[src/buck_seq_params.svh]
`ifndef BUCK_SEQ_PARAMS_SVH
`define BUCK_SEQ_PARAMS_SVH

// clock and switching range
`define CLK_NS 20
`define CLK_KHZ 50000
`define FSW_MIN_KHZ 50
`define FSW_MAX_KHZ 2000
`define FSW_RST_KHZ 300
`define PER_MAX (`CLK_KHZ / `FSW_MIN_KHZ)
`define PER_MIN (`CLK_KHZ / `FSW_MAX_KHZ)
`define PER_RST (`CLK_KHZ / `FSW_RST_KHZ)

// sense blanking after the high side turns off, rounded up
`define BLANK_NS 100
`define BLANK_CYC ((`BLANK_NS + `CLK_NS - 1) / `CLK_NS)

// register byte offsets
`define A_CTRL 8'h00
`define A_PERIOD 8'h04
`define A_DUTY 8'h08
`define A_STATUS 8'h0C

// fields and reset values
`define CTRL_LATCH_BIT 0
`define CTRL_RST 32'h0000_0001
`define DUTY_RST 32'h0000_0050

`endif

[src/buck_seq_pkg.sv]
`default_nettype none
package buck_seq_pkg;

    typedef enum logic [2:0] {
        S_LOCK,
        S_OFF,
        S_SOFT,
        S_RUN,
        S_LATCH
    } seq_state_type;

    typedef struct packed {
        logic supply_on;
        logic supply_low;
        logic enable;
        logic shutdown_n;
        logic over_v;
        logic under_v;
        logic cs_over;
        logic ss_full;
    } cmp_type;

endpackage
`default_nettype wire

[src/buck_fault_sequencer.sv]
`include "buck_seq_params.svh"
`default_nettype none
// How it works
// RULE1: soft start charges only with supply above turn-on and enable high
// RULE2: output ok low in soft start; released on reaching run
// RULE3: over and under voltage are ORed into output ok and latch
// RULE4: active shutdown latch forces high gate off, low gate on
// RULE5: outside window output ok drops and gates go high off, low on
// RULE6: output ok never latches; high again inside the window
// RULE7: lockout below lower threshold forces gates until turn-on again
// RULE8: lockout discharges the soft-start node
// RULE9: current limit judged only while the low side is on
// RULE10: current limit holds high off, low on while it lasts
// RULE11: current limit sinks the soft-start node
// RULE12: duty is capped by the soft-start level
// RULE13: current sense ignored around the high to low swap
// RULE14: latching variant holds fault until shutdown pulses low
// RULE15: under voltage masked only during the first soft start
// RULE16: non-latching variant resumes once the fault clears
// RULE17: shutdown low discharges soft start and forces the gates
// RULE18: normal run drives complementary gates at the set duty
// RULE19: period settable for 50 kHz to 2 MHz switching
// RULE20: inputs synchronised; faults outrank regulation
module buck_fault_sequencer
    import buck_seq_pkg::*;
#(
    parameter int PW = 10
)
(
    input  wire logic        hclk,
    input  wire logic        hresetn,
    input  wire logic        hsel,
    input  wire logic [31:0] haddr,
    input  wire logic [1:0]  htrans,
    input  wire logic        hwrite,
    input  wire logic [2:0]  hsize,
    input  wire logic [31:0] hwdata,
    input  wire logic        hready,
    output logic             hreadyout,
    output logic             hresp,
    output logic [31:0]      hrdata,
    input  wire logic        supply_above_on,
    input  wire logic        supply_below_off,
    input  wire logic        enable_input,
    input  wire logic        shutdown_n_input,
    input  wire logic        over_voltage_protect,
    input  wire logic        under_voltage_protect,
    input  wire logic        current_sense_input,
    input  wire logic        ss_level_reached,
    output logic             high_side_gate_cmd,
    output logic             low_side_gate_cmd,
    output logic             ss_charge,
    output logic             ss_discharge,
    output logic             ss_sink,
    output logic             output_ok_flag,
    output logic             output_ok_pull_oe
);
    generate
        if (PW < $clog2(`PER_MAX + 1))
            $error("PW too small for the longest period");
    endgenerate

    cmp_type       cmp_raw;
    cmp_type       cmp_meta_r;
    cmp_type       cmp_r;
    seq_state_type state_r;
    seq_state_type state_nxt;
    logic          lockout_r;
    logic          first_r;
    logic          cl_r;
    logic          latch_mode_r;
    logic [PW-1:0] period_r;
    logic [PW-1:0] duty_r;
    logic [PW-1:0] ss_lvl_r;
    logic [PW-1:0] duty_eff;
    logic          on_req;
    logic          active;
    logic          uv_mask;
    logic          fault;
    logic          force_low;
    logic          pwm_hs;
    logic          pwm_start;
    logic          pwm_blank;
    logic          addr_ok;
    logic          wr_pend_r;
    logic [7:0]    wr_addr_r;
    logic [31:0]   rd_mux;
    logic [PW-1:0] wr_period;

    assign cmp_raw = '{supply_on:  supply_above_on,
                       supply_low: supply_below_off,
                       enable:     enable_input,
                       shutdown_n: shutdown_n_input,
                       over_v:     over_voltage_protect,
                       under_v:    under_voltage_protect,
                       cs_over:    current_sense_input,
                       ss_full:    ss_level_reached};

    // RULE20: two-stage input sync
    always_ff @(posedge hclk or negedge hresetn)
    begin
        if (!hresetn)
        begin
            cmp_meta_r <= '0;
            cmp_r      <= '0;
        end
        else
        begin
            cmp_meta_r <= cmp_raw;
            cmp_r      <= cmp_meta_r;
        end
    end

    // RULE7: hysteretic supply lockout
    always_ff @(posedge hclk or negedge hresetn)
    begin
        if (!hresetn)
            lockout_r <= 1'b1;
        else if (cmp_r.supply_low)
            lockout_r <= 1'b1;
        else if (cmp_r.supply_on)
            lockout_r <= 1'b0;
    end

    assign on_req  = cmp_r.shutdown_n && cmp_r.enable;
    assign active  = (state_r == S_SOFT) || (state_r == S_RUN);
    // RULE15: under voltage ignored in the first ramp only
    assign uv_mask = first_r && (state_r == S_SOFT);
    // RULE3: the two window detections are ORed
    assign fault   = cmp_r.over_v || (cmp_r.under_v && !uv_mask);

    always_comb
    begin
        state_nxt = state_r;
        if (lockout_r)
            state_nxt = S_LOCK;
        else
            unique case (state_r)
                S_LOCK:
                    state_nxt = S_OFF;
                S_OFF:
                    // RULE1: start only when enabled out of lockout
                    if (on_req)
                        state_nxt = S_SOFT;
                S_SOFT:
                    if (!on_req)
                        state_nxt = S_OFF;
                    else if (fault && latch_mode_r)
                        state_nxt = S_LATCH;
                    else if (cmp_r.ss_full)
                        state_nxt = S_RUN;
                S_RUN:
                    // RULE17: shutdown low ends regulation
                    if (!on_req)
                        state_nxt = S_OFF;
                    // RULE14: latching variant stops on a fault
                    else if (fault && latch_mode_r)
                        state_nxt = S_LATCH;
                S_LATCH:
                    // RULE14: only a shutdown pulse or a supply lockout frees it
                    if (!cmp_r.shutdown_n)
                        state_nxt = S_OFF;
            endcase
    end

    always_ff @(posedge hclk or negedge hresetn)
    begin
        if (!hresetn)
            state_r <= S_LOCK;
        else
            state_r <= state_nxt;
    end

    // first ramp after power-up only
    always_ff @(posedge hclk or negedge hresetn)
    begin
        if (!hresetn)
            first_r <= 1'b1;
        else if (state_r == S_SOFT && state_nxt == S_RUN)
            first_r <= 1'b0;
    end

    // RULE9: judged only with the low side on
    // RULE13: swap window blanked
    always_ff @(posedge hclk or negedge hresetn)
    begin
        if (!hresetn)
            cl_r <= 1'b0;
        else if (!active)
            cl_r <= 1'b0;
        // held otherwise: a late high pulse must not drop the limit
        else if (low_side_gate_cmd && !pwm_blank)
            cl_r <= cmp_r.cs_over;
    end

    // RULE20: faults and limit outrank the modulator
    // RULE4: shutdown latch state forces the gates
    // RULE5: window fault turns high off, low on
    // RULE16: non-latching run resumes when fault clears
    // RULE10: limit holds high off for its whole length
    assign force_low = !active || fault || cl_r;

    // RULE12: soft-start level caps the duty
    assign duty_eff = (duty_r < ss_lvl_r) ? duty_r : ss_lvl_r;

    // RULE18: complementary switching at the set duty
    pwm_core #(
        .PW    (PW),
        .BLANK (`BLANK_CYC)
    ) u_pwm (
        .clk          (hclk),
        .rst_n        (hresetn),
        .run          (active),
        .force_low    (force_low),
        .period       (period_r),
        .duty         (duty_eff),
        .hs_on        (pwm_hs),
        .period_start (pwm_start),
        .blank        (pwm_blank)
    );

    // RULE7: idle states give high off, low on
    always_ff @(posedge hclk or negedge hresetn)
    begin
        if (!hresetn)
        begin
            high_side_gate_cmd <= 1'b0;
            low_side_gate_cmd  <= 1'b1;
        end
        else
        begin
            high_side_gate_cmd <= pwm_hs;
            low_side_gate_cmd  <= !pwm_hs;
        end
    end

    // digital image of the ramp; one step per switching period
    always_ff @(posedge hclk or negedge hresetn)
    begin
        if (!hresetn)
            ss_lvl_r <= '0;
        else if (!active)
            ss_lvl_r <= '0;
        else if (pwm_start && cl_r && ss_lvl_r != '0)
            ss_lvl_r <= ss_lvl_r - 1'b1;
        else if (pwm_start && !cl_r && ss_lvl_r < period_r)
            ss_lvl_r <= ss_lvl_r + 1'b1;
    end

    // RULE8: switch empties the node in lockout and off
    // RULE11: fixed sink while current limited
    always_ff @(posedge hclk or negedge hresetn)
    begin
        if (!hresetn)
        begin
            ss_charge    <= 1'b0;
            ss_discharge <= 1'b1;
            ss_sink      <= 1'b0;
        end
        else
        begin
            ss_charge    <= (state_nxt == S_SOFT
                             || state_nxt == S_RUN) && !cl_r;
            ss_discharge <= !(state_nxt == S_SOFT
                              || state_nxt == S_RUN);
            ss_sink      <= cl_r;
        end
    end

    // RULE2: low through the ramp, up only in run
    // RULE6: follows the window, no memory
    always_ff @(posedge hclk or negedge hresetn)
    begin
        if (!hresetn)
        begin
            output_ok_flag    <= 1'b0;
            output_ok_pull_oe <= 1'b1;
        end
        else
        begin
            output_ok_flag    <= state_nxt == S_RUN
                                 && !cmp_r.over_v && !cmp_r.under_v;
            output_ok_pull_oe <= !(state_nxt == S_RUN
                                 && !cmp_r.over_v && !cmp_r.under_v);
        end
    end

    // bus slave: zero wait, always OKAY
    assign addr_ok = hsel && htrans[1] && hready;

    always_comb
    begin
        rd_mux = 32'h0000_0000;
        unique case (haddr[7:0])
            `A_CTRL:   rd_mux[`CTRL_LATCH_BIT] = latch_mode_r;
            `A_PERIOD: rd_mux[PW-1:0] = period_r;
            `A_DUTY:   rd_mux[PW-1:0] = duty_r;
            `A_STATUS: rd_mux[7:0] = {state_r, lockout_r, cl_r,
                                      output_ok_flag, first_r, fault};
            default:   rd_mux = 32'h0000_0000;
        endcase
        if (haddr[31:8] != '0)
            rd_mux = 32'h0000_0000;
    end

    always_ff @(posedge hclk or negedge hresetn)
    begin
        if (!hresetn)
        begin
            hreadyout <= 1'b1;
            hresp     <= 1'b0;
            hrdata    <= 32'h0000_0000;
            wr_pend_r <= 1'b0;
            wr_addr_r <= 8'h00;
        end
        else
        begin
            hreadyout <= 1'b1;
            hresp     <= 1'b0;
            wr_pend_r <= addr_ok && hwrite && haddr[31:8] == '0;
            wr_addr_r <= haddr[7:0];
            if (addr_ok && !hwrite)
                hrdata <= rd_mux;
        end
    end

    // RULE19: period kept inside the 50 kHz to 2 MHz span
    assign wr_period = (hwdata > `PER_MAX) ? PW'(`PER_MAX) :
                       (hwdata < `PER_MIN) ? PW'(`PER_MIN) :
                       hwdata[PW-1:0];

    always_ff @(posedge hclk or negedge hresetn)
    begin
        if (!hresetn)
        begin
            latch_mode_r <= 1'(`CTRL_RST);
            period_r     <= PW'(`PER_RST);
            duty_r       <= PW'(`DUTY_RST);
        end
        else if (wr_pend_r)
        begin
            if (wr_addr_r == `A_CTRL)
                latch_mode_r <= hwdata[`CTRL_LATCH_BIT];
            if (wr_addr_r == `A_PERIOD)
                period_r <= wr_period;
            if (wr_addr_r == `A_DUTY)
                duty_r <= (hwdata > 32'(`PER_MAX)) ?
                          PW'(`PER_MAX) : hwdata[PW-1:0];
        end
    end
endmodule
`default_nettype wire

[src/pwm_core.sv]
`default_nettype none
module pwm_core
#(
    parameter int PW    = 10,
    parameter int BLANK = 5
)
(
    input  wire logic          clk,
    input  wire logic          rst_n,
    input  wire logic          run,
    input  wire logic          force_low,
    input  wire logic [PW-1:0] period,
    input  wire logic [PW-1:0] duty,
    output var  logic          hs_on,
    output var  logic          period_start,
    output var  logic          blank
);
    logic [PW-1:0] cnt_r;
    logic [7:0]    blank_cnt_r;
    logic          hs_nxt;

    generate
        if (BLANK > 255)
            $error("BLANK too large");
    endgenerate

    always_ff @(posedge clk or negedge rst_n)
    begin
        if (!rst_n)
            cnt_r <= '0;
        else if (!run || cnt_r >= period - 1'b1)
            cnt_r <= '0;
        else
            cnt_r <= cnt_r + 1'b1;
    end

    assign period_start = run && (cnt_r == '0);
    assign hs_nxt = run && !force_low && (cnt_r < duty);

    always_ff @(posedge clk or negedge rst_n)
    begin
        if (!rst_n)
            hs_on <= 1'b0;
        else
            hs_on <= hs_nxt;
    end

    // diode conduction after the swap would look like a huge current
    always_ff @(posedge clk or negedge rst_n)
    begin
        if (!rst_n)
            blank_cnt_r <= '0;
        else if (hs_on && !hs_nxt)
            blank_cnt_r <= 8'(BLANK);
        else if (blank_cnt_r != '0)
            blank_cnt_r <= blank_cnt_r - 1'b1;
    end

    assign blank = (blank_cnt_r != '0) || (hs_on && !hs_nxt);
endmodule
`default_nettype wire

[config.mk]
export PLATFORM = sky130hd
export DESIGN_NAME = buck_fault_sequencer
export DESIGN_NICKNAME = d
export VERILOG_FILES = /design/src/buck_seq_pkg.sv /design/src/buck_fault_sequencer.sv /design/src/pwm_core.sv
export VERILOG_INCLUDE_DIRS = /design/src /design/src/src
export SDC_FILE = /design/constraint.sdc
export NUM_CORES = 1
export LEC_CHECK = 0
export BUFFER_PORTS_ARGS = -buffer_cell sky130_fd_sc_hd__clkbuf_2
export CAP_MARGIN = 40
export CORE_MARGIN = 3
export CORE_UTILIZATION = 50
export DETAILED_ROUTE_END_ITERATION = 6
export PLACE_DENSITY = 0.74
export SLEW_MARGIN = 20
export SYNTH_ARGS = -nofsm -noshare
export SYNTH_HDL_FRONTEND = slang
export SYNTH_HIERARCHICAL = 1
export SYNTH_SLANG_ARGS = --single-unit
[constraint.sdc]
create_clock -name hclk -period 4 [get_ports hclk]
set_clock_uncertainty 0.15 [all_clocks]
set_input_delay 0.8 -clock hclk [delete_from_list [all_inputs] [get_ports hclk]]
set_output_delay 0.8 -clock hclk [all_outputs]
set_load 0.01 [all_outputs]
# Word-level counts from Yosys, hierarchy flattened
# Index checks and enable logic that the tools add are counted.
[totals]
wordCells = 142
ff_bits = 120
inputBits = 82
out_inout_bits = 41
[classes]
addsub = 5
magnitude_cmp = 6
n_eq_ne = 13
muxes = 27
n_reduce_logical = 54
[op_table]
columns = ["op", "n"]
rows = [
  ["10-bit two-way mux", 9],
  ["32-bit by 10-bit > comparator with 1-bit output, second input constant", 1],
  ["32-bit by 5-bit < comparator with 1-bit output, second input constant", 1],
  ["10-bit < comparator", 3],
  ["8-bit by 4-bit == test with 1-bit output, second input constant", 3],
  ["24-bit zero test", 1],
  ["3-bit two-way mux", 8],
  ["24-bit nonzero test", 1],
  ["1-bit logical AND", 22],
  ["7-bit one-hot mux with 3 select lines", 1],
  ["10-bit by 1-bit adder with 10-bit output, second input constant", 2],
  ["10-bit by 1-bit subtractor with 10-bit output, second input constant", 2],
  ["8-bit by 3-bit == test with 1-bit output, second input constant", 2],
  ["8-bit zero test", 2],
  ["8-bit two-way mux", 2],
  ["3-bit one-hot mux with 5 select lines", 1],
  ["3-bit by 2-bit == test with 1-bit output, second input constant", 4],
  ["1-bit zero test", 12],
  ["10-bit greater-or-equal comparator", 1],
  ["10-bit zero test", 1],
  ["10-bit nonzero test", 1],
  ["8-bit nonzero test", 1],
  ["8-bit by 1-bit subtractor with 8-bit output, second input constant", 1],
  ["1-bit logical OR", 7],
  ["other kinds (10)", 16],
]

# Logic depth before layout (Yosys ltp)
# Gate-level depths: netlist of run 1.
[depth]
depth_word = 17
depth_mapped = 18
mapped_depth_nobuf = 17

# Cells and area by module
# Netlist of run 1, hierarchy kept.
[modules_own_cells]
columns = ["module", "area_per_inst_um2", "n_inst", "seq_area_each_um2", "cells_per_inst"]
rows = [
  ["buck_fault_sequencer", 4269.1, 1, 1991.9, 434],
  ["pwm_core", 1511.4, 1, 475.5, 167],
]

# Worst setup path after synthesis of run 1
# No wires, ideal clock.
[synth_path]
path_kind = "reg2reg"
from = "register ss_lvl_r[1]"
to = "register cl_r"
slack_ps = 266
required_time_ps = 3718
t_arrival_ps = 3452
path_buffers = 1
stages_incl_launch_ff = 19
period_less_slack_ps = 3734
setup_time_ps = 132
cell_sequence = "dfrtp_1 -> inv_1 -> ha_1 -> a21o_1 -> a21oi_1 -> o2111a_1 -> o21ai_2 -> mux2i_1 -> inv_1 -> ha_1 -> a21o_1 -> a21oi_1 -> nor3b_1 -> o41a_1 -> buf_2 -> nand2b_1 -> nor2b_1 -> mux2i_1 -> nor2_1"
[synth_via]
elab_chain_cells = 10
[synth_rtl]
columns = ["item", "line_no", "rtl"]
rows = [
  ["from (decl)", "buck_fault_sequencer.sv:74", "logic [PW-1:0] ss_lvl_r;"],
  ["from (signal assigned)", "buck_fault_sequencer.sv:245", "ss_lvl_r <= ss_lvl_r - 1'b1;"],
  ["from (signal assigned)", "buck_fault_sequencer.sv:247", "ss_lvl_r <= ss_lvl_r + 1'b1;"],
  ["10-bit < comparator", "buck_fault_sequencer.sv:204", "assign duty_eff = (duty_r < ss_lvl_r) ? duty_r : ss_lvl_r;"],
  ["10-bit two-way mux", "buck_fault_sequencer.sv:204", ""],
  ["net duty_eff[3]", "buck_fault_sequencer.sv:75", "logic [PW-1:0] duty_eff;"],
  ["10-bit < comparator", "pwm_core.sv:38", "assign hs_nxt = run && !force_low && (cnt_r < duty);"],
  ["1-bit logical AND", "pwm_core.sv:38", ""],
  ["1-bit zero test", "pwm_core.sv:59", "assign blank = (blank_cnt_r != '0) || (hs_on && !hs_nxt);"],
  ["1-bit logical AND", "pwm_core.sv:59", ""],
  ["1-bit logical OR", "pwm_core.sv:59", ""],
  ["net pwm_blank", "buck_fault_sequencer.sv:83", "logic pwm_blank;"],
  ["1-bit zero test", "buck_fault_sequencer.sv:192", "else if (low_side_gate_cmd && !pwm_blank)"],
  ["1-bit logical AND", "buck_fault_sequencer.sv:192", ""],
  ["2-bit != test (no line)", "-", ""],
  ["to (signal assigned)", "buck_fault_sequencer.sv:193", "cl_r <= cmp_r.cs_over;"],
  ["to (decl)", "buck_fault_sequencer.sv:70", "logic cl_r;"],
]
# The timed path passes the listed nets, and every way through them passes these cells.
# A chain may end at the register's enable or synchronous reset.

# Final worst setup path of run 1
[layout_path]
from = "register u_pwm.cnt_r[4]"
to = "register ss_lvl_r[8]"
[layout_via]
elab_chain_cells = 6
elab_cells_between_ends = 9
classes_between = "eq/ne: 1; mux: 2; reduce/logical: 6"
[layout_rtl]
columns = ["item", "line_no", "rtl"]
rows = [
  ["from (decl)", "pwm_core.sv:18", "logic [PW-1:0] cnt_r;"],
  ["from (signal assigned)", "pwm_core.sv:34", "cnt_r <= cnt_r + 1'b1;"],
  ["10-bit zero test *", "pwm_core.sv:37", "assign period_start = run && (cnt_r == '0);"],
  ["1-bit logical AND *", "pwm_core.sv:37", ""],
  ["net pwm_start", "buck_fault_sequencer.sv:82", "logic pwm_start;"],
  ["1-bit logical AND (2 in series)", "buck_fault_sequencer.sv:244", "else if (pwm_start && cl_r && ss_lvl_r != '0)"],
  ["10-bit two-way mux", "buck_fault_sequencer.sv:244", ""],
  ["10-bit two-way mux", "buck_fault_sequencer.sv:242", "else if (!active)"],
]
# Mark *: on every way through the listed nets, which the timed path passes. The rest lies on a longest branch.

==> impl_metrics.json, run 1 <==
{
  "p_clk_share_pct": 39.4,
  "final_common_cell": "clkbuf_2",
  "grt_pass1_wl_um": 23000,
  "sw_frac_of_total_pct": 27.76,
  "clock-sinks": 98,
  "antenna_found_initial": 0,
  "critical_path_required_ps": 4110,
  "instances_no_fill": 859,
  "insertion_delay_ps": 360,
  "ant_nets": 0,
  "fillerInstances": 951,
  "crit_path_start_kind": "flip-flop",
  "setup_tns_ps": 0,
  "avgViaCountPerCell": 5.602,
  "grt_pass1_vias": 4700,
  "multi_input_area_um2": 2997,
  "internal_power_mw": 1.606,
  "dr.pass1.iters": 5,
  "dp_hpwl_um": 10860,
  "globalplace.congestion": 0.9335,
  "combPwrFrac_pct": 11.4,
  "gr-total-overflow": 0,
  "root_buffer": "clkbuf_16",
  "hold_buffers": 0,
  "synthDistinctLibCells": 60,
  "path_class": "flip-flop to flip-flop",
  "synth_edf_count": 0,
  "netlist_area_um2": 5781,
  "fin_nets": 846,
  "clock_path_buffers": 2,
  "synthSimpleGateAreaFrac_pct": 18.48,
  "antenna_cells": 0,
  "worst_ir_drop_vdd_mv": 0.2297,
  "max_freq_mhz": 260.5,
  "grt.total_usage_pct": 22.59,
  "synth_compound_area_share_pct": 13.31,
  "seq_area_frac_synth_pct": 42.68,
  "coreArea_um2": 11080,
  "most-common-layout-cells": "93 x clkbuf_2, 86 x dfrtp_1, 56 x nand2_1",
  "pwr-share-seq_pct": 49.2,
  "ys_async_sr_fraction_pct": 100.0,
  "synth_flop_cell": "dfrtp_1",
  "switchingPower_mw": 0.6169,
  "vias": 4812,
  "io_buffers": 94,
  "row_count": 38,
  "timing.final.ws_setup_ps": 162.0,
  "crit_chain": "or4_1 -> nor4_1 -> nand2_1 -> a41oi_1 -> buf_4 -> ha_1 -> a21oi_1 -> o22ai_1 -> o41ai_1 -> xnor2_1 -> nor2_1 -> a211oi_1",
  "synthMuxAreaShare_pct": 3.160,
  "dieWidth_um": 113.5,
  "seq_area_um2": 2467,
  "timing.final.crit_period_ps": 3838,
  "synth_top_family_by_area": "simple AND/OR/NAND/NOR gates",
  "cts_buffers": 9,
  "setup_viol": 0,
  "cts_tree": "built",
  "dpl.cell_count": 840,
  "route.detailed.drc": 0,
  "ys_seq_elements": 98,
  "crit_fanout": 11,
  "crit_slowest_cell": "or4_1",
  "post-place-ws_ps": 159.4,
  "synthToLayoutAreaGrowth_pct": 16.93,
  "end_kind": "flip-flop",
  "tightestPinTransition_ps": 795.7,
  "period_share_pct": 95.95,
  "post_drt_wl_per_cell_um": 16.26,
  "start_util_pct": 52.18,
  "slew_viol_final": 0,
  "die_h_um": 113.5,
  "status": "finished, final reports clean",
  "synth_xor_area_share_pct": 4.242,
  "hold_path_class": "flip-flop to flip-flop",
  "wirelength_um": 13970,
  "power.density_nw_per_um2": 328.8,
  "first_iter_violations": 196,
  "ios": 123,
  "avgSynthCellArea_um2": 9.618,
  "maxCapViolations": 0,
  "rsz0062_at_grt": "false",
  "ys_warn_count": 6,
  "drive_gt1_share_pct": 21.28,
  "finalHoldViolCount": 0,
  "synth_adder_area_share_pct": 10.95,
  "slowest_delay_ps": 540,
  "grt_max_degree": 51,
  "critPathArrivalTime_ps": 3950,
  "synth_cells": 601,
  "power_leakage_nw": 3.295,
  "relSlewSlack_pct": 46.72,
  "die_area_um2": 12890,
  "clk_pin_slew_ps": 80,
  "htreeDepth": 3
}
## state kept, by name, indices dropped and copies added, names as in the netlist, 3 cells and up
name	count
period_r	10
cmp_meta_r	8
duty_r	10
ss_lvl_r	10
hrdata	10
wr_addr_r	8
state_r	3
cmp_r	8
u_pwm/cnt_r	10
u_pwm/blank_cnt_r	8
## repair_timing
action | in CTS | in global routing
endpoints found under the setup margin | 0 | 1
resized for setup | 0 | 1
setup buffers | 0 | 3
## layout make-up
type | instances | share of cell area, %
repair buffers | 118 | 9.663
clock inverters | 7 | 1.129
flip-flops and latches | 98 | 36.51
well taps | 140 | 2.592
inverters | 44 | 2.444
multi-input cells | 443 | 44.34
clock buffers | 9 | 3.332
## routing by layer
layer / routed length, um / up-vias / part of all wire, % / global-route usage (%)
li1: - / 2323 / - / -
met1: 6058 / 2318 / 43 / 29.98
met2: 6689 / 153 / 48 / 37.85
met3: 945 / 18 / 6.8 / 3.873
met4: 276 / 0 / 2.0 / 7.212
met5: 0 / - / 0 / 0
## per-stage QoR
step / area, um^2 / power (mW) / util (%) / hold WS, ps
after global placement: 6427 / 1.351 / 58.02 / 183.2
final: 6759 / 2.222 / 61.01 / 203.8
after floorplan: 5863 / 1.282 / - / 181.2
after detailed placement: 6427 / 1.369 / 58.02 / 188.1
after global routing: 6759 / 2.323 / 61.01 / 212.8
after CTS: 6729 / 2.241 / 60.74 / 205.5
## kinds of logic (layout without fill, tap and decap cells)
family,Yosys count,after routing
flops,98,98
compound gates,116,116
simple gates,208,208
fa+ha+maj,50,50
buf+inv,82,178
mux,17,17
xor+xnor,28,28
other cells,2,24
## power by group through the flow
| stage | Sequential [mW] | Clock (mW) | Combinational [mW] |
|---|---|---|---|
| 6_report | 1.09 | 0.875 | 0.254 |
| 5_1_grt | 1.10 | 0.931 | 0.290 |
| 4_1_cts | 1.09 | 0.890 | 0.258 |
| 3_5_place_dp | 1.11 | 0 | 0.257 |
| 3_3_place_gp | 1.11 | 0 | 0.244 |
| 2_1_floorplan | 1.10 | 0 | 0.181 |
## cells in the mapped netlist (10+ instances only)
library cell	number	area share, %
clkbuf_1	10	0.65
o21ai_1	19	1.6
a21oi_1	18	1.6
dfrtp_1	86	37
xnor2_1	16	2.4
nor2_1	53	3.4
dfstp_2	12	5.5
xor2_1	12	1.8
buf_4	26	3.4
nor4_1	19	2.1
nor3_1	15	1.3
inv_1	43	2.8
mux2_1	10	1.9
o31ai_1	11	1.4
nand3_1	10	0.87
nand2_1	56	3.6
nand2b_1	11	1.2
o21ai_0	15	1.3
ha_1	49	11
## worst paths after layout
kind,from,endpoint,slack [ps],depth (start not counted)
min,cmp_meta_r[3],cmp_r[3],200,0
min reg2reg,cmp_meta_r[3],cmp_r[3],200,0
max,u_pwm/cnt_r[4],ss_lvl_r[8],160,12
min in group asynchronous,hresetn,hrdata[3],330,1
max reg2reg,u_pwm/cnt_r[4],ss_lvl_r[8],160,12
max in group asynchronous,hresetn,output_ok_pull_oe,2500,2
## worst max-delay path: cells and delay by family, from the launching register on
kind | cells | cell delay (ps)
AO/OA/AOI/OAI | 5 | 1190
adder cells (fa/ha/maj) | 1 | 300
XOR/XNOR | 1 | 170
flip-flops | 1 | 460
buffers and inverters | 1 | 240
AND/OR/NAND/NOR | 4 | 1240
No activity file was read; power rests on OpenSTA's default activity.
==> inputs of run 2 (changes only) <==
--- a/config.mk
+++ b/config.mk
@@ -9,9 +9,11 @@
 export BUFFER_PORTS_ARGS = -buffer_cell sky130_fd_sc_hd__clkbuf_2
 export CAP_MARGIN = 40
 export CORE_MARGIN = 3
-export CORE_UTILIZATION = 50
+export CORE_UTILIZATION = 51
+export CTS_BUF_LIST = sky130_fd_sc_hd__clkbuf_2 sky130_fd_sc_hd__clkbuf_4 sky130_fd_sc_hd__clkbuf_8
 export DETAILED_ROUTE_END_ITERATION = 6
-export PLACE_DENSITY = 0.74
+export PLACE_DENSITY = 0.75
+export RECOVER_POWER = 100
 export SLEW_MARGIN = 20
 export SYNTH_ARGS = -nofsm -noshare
 export SYNTH_HDL_FRONTEND = slang
==> impl_metrics.json, run 2 (synthesis gave the netlist of run 1 again) <==
{
  "dr.pass1.iters": 4,
  "clock-sinks": 98,
  "dp_hpwl_um": 11070,
  "drive_gt1_share_pct": 17.06,
  "coreArea_um2": 10940,
  "dieWidth_um": 112.5,
  "path_class": "flip-flop to flip-flop",
  "fin_nets": 842,
  "row_count": 38,
  "grt_max_degree": 38,
  "status": "finished, violations left",
  "tightestPinTransition_ps": 1728,
  "slew_viol_final": 33,
  "finalHoldViolCount": 0,
  "max_freq_mhz": 261.8,
  "ant_nets": 0,
  "cts_buffers": 9,
  "period_share_pct": 95.50,
  "root_buffer": "clkbuf_8",
  "vias": 4743,
  "relSlewSlack_pct": -15.19,
  "crit_path_start_kind": "flip-flop",
  "maxCapViolations": 1,
  "antenna_found_initial": 0,
  "ios": 123,
  "io_buffers": 94,
  "rsz0062_at_grt": "false",
  "final_common_cell": "dfrtp_1",
  "die_area_um2": 12650,
  "final_util_pct": 59.90,
  "placedInstanceArea_um2": 6420,
  "violations": "capacitance limit, slew limit",
  "most-common-layout-cells": "85 x dfrtp_1, 73 x clkbuf_2, 56 x nand2_1",
  "setup_tns_ps": 0,
  "power.density_nw_per_um2": 300.1,
  "wirelength_um": 14140,
  "die_h_um": 112.5,
  "first_iter_violations": 283,
  "instances_no_fill": 855,
  "fillerInstances": 978,
  "antenna_cells": 0,
  "cts_tree": "built",
  "timing.final.crit_period_ps": 3820,
  "post_cts_resized": 0,
  "post_drt_wl_per_cell_um": 16.54,
  "worst_ir_drop_vdd_mv": 0.3455,
  "hold_path_class": "flip-flop to flip-flop",
  "critPathArrivalTime_ps": 3940,
  "timing.final.ws_setup_ps": 180.0,
  "clock_path_buffers": 2,
  "final_area_um2": 6550,
  "clk_pin_slew_ps": 100,
  "synthToLayoutAreaGrowth_pct": 13.31,
  "htreeDepth": 3,
  "setup_viol": 0,
  "post_cts_buffers": 0,
  "gr-total-overflow": 0,
  "end_kind": "flip-flop",
  "critical_path_required_ps": 4120,
  "avgViaCountPerCell": 5.547,
  "grt_pass1_wl_um": 23760,
  "power_leakage_nw": 3.140,
  "grt.total_usage_pct": 23.51,
  "hold_buffers": 0,
  "crit_fanout": 7,
  "insertion_delay_ps": 390,
  "grt_pass1_vias": 4897,
  "dpl.cell_count": 839,
  "start_util_pct": 52.86,
  "globalplace.congestion": 0.9583,
  "post-place-ws_ps": 221.8,
  "route.detailed.drc": 0
}
==> run 2: final timing paths <==
| check | depth (start not counted) | to | slack (ps) | start |
|---|---|---|---|---|
| max in group asynchronous | 2 | hrdata[1] | 1350 | hresetn |
| min in group asynchronous | 1 | duty_r[2] | 710 | hresetn |
| min reg2reg | 0 | cmp_r[0] | 200 | cmp_meta_r[0] |
| min | 0 | cmp_r[0] | 200 | cmp_meta_r[0] |
| max reg2reg | 16 | cl_r | 180 | duty_r[7] |
| max | 16 | cl_r | 180 | duty_r[7] |
==> run 2: area by class of cell <==
class / count / area [um^2] / area share (%)
Tap cell: 140 / 175.2 / 2.674
Sequential cell: 98 / 2469 / 37.69
Timing Repair Buffer: 114 / 579.3 / 8.844
Clock inverter: 6 / 56.30 / 0.8596
Inverter: 44 / 165.2 / 2.521
Clock buffer: 10 / 131.4 / 2.006
Multi-Input combinational cell: 443 / 2974 / 45.41
==> run 2: layer usage <==
layer	part of all wire, %	vias up	GRT usage, %	wire, um
met4	1.8	0	8.013	259
met2	48	164	38.97	6819
met1	43	2255	30.96	6150
met3	6.5	15	4.690	916
li1	-	2309	-	-
met5	0	-	0	0
==> run 2: report_power, final <==
group          leakage, nW  internal [mW]  switching, mW
Clock               0.0947          0.247          0.368
Sequential            1.18           1.05         0.0489
Combinational         1.86          0.111          0.144
==> run 2: worst max-delay path, stage by stage (launching register included) <==
cell and delay, ps:
dfrtp_2 470, ha_1 330, a21o_1 180, a21o_1 170
a21oi_1 230, o21ai_4 140, buf_4 170, mux2_1 300
inv_1 70, ha_1 250, nand4_1 120, nor3b_1 80
o41a_1 460, nand2b_1 170, nor2b_1 160, mux2i_1 190
nor2_1 60
==> run 2: metrics by stage <==
stage	power [mW]	hold slack, ps
6_report	1.966	202.3
3_3_place_gp	1.350	183.7
5_1_grt	2.081	212.7
3_5_place_dp	1.372	187.9
4_1_cts	1.991	187.1
2_1_floorplan	1.282	181.2
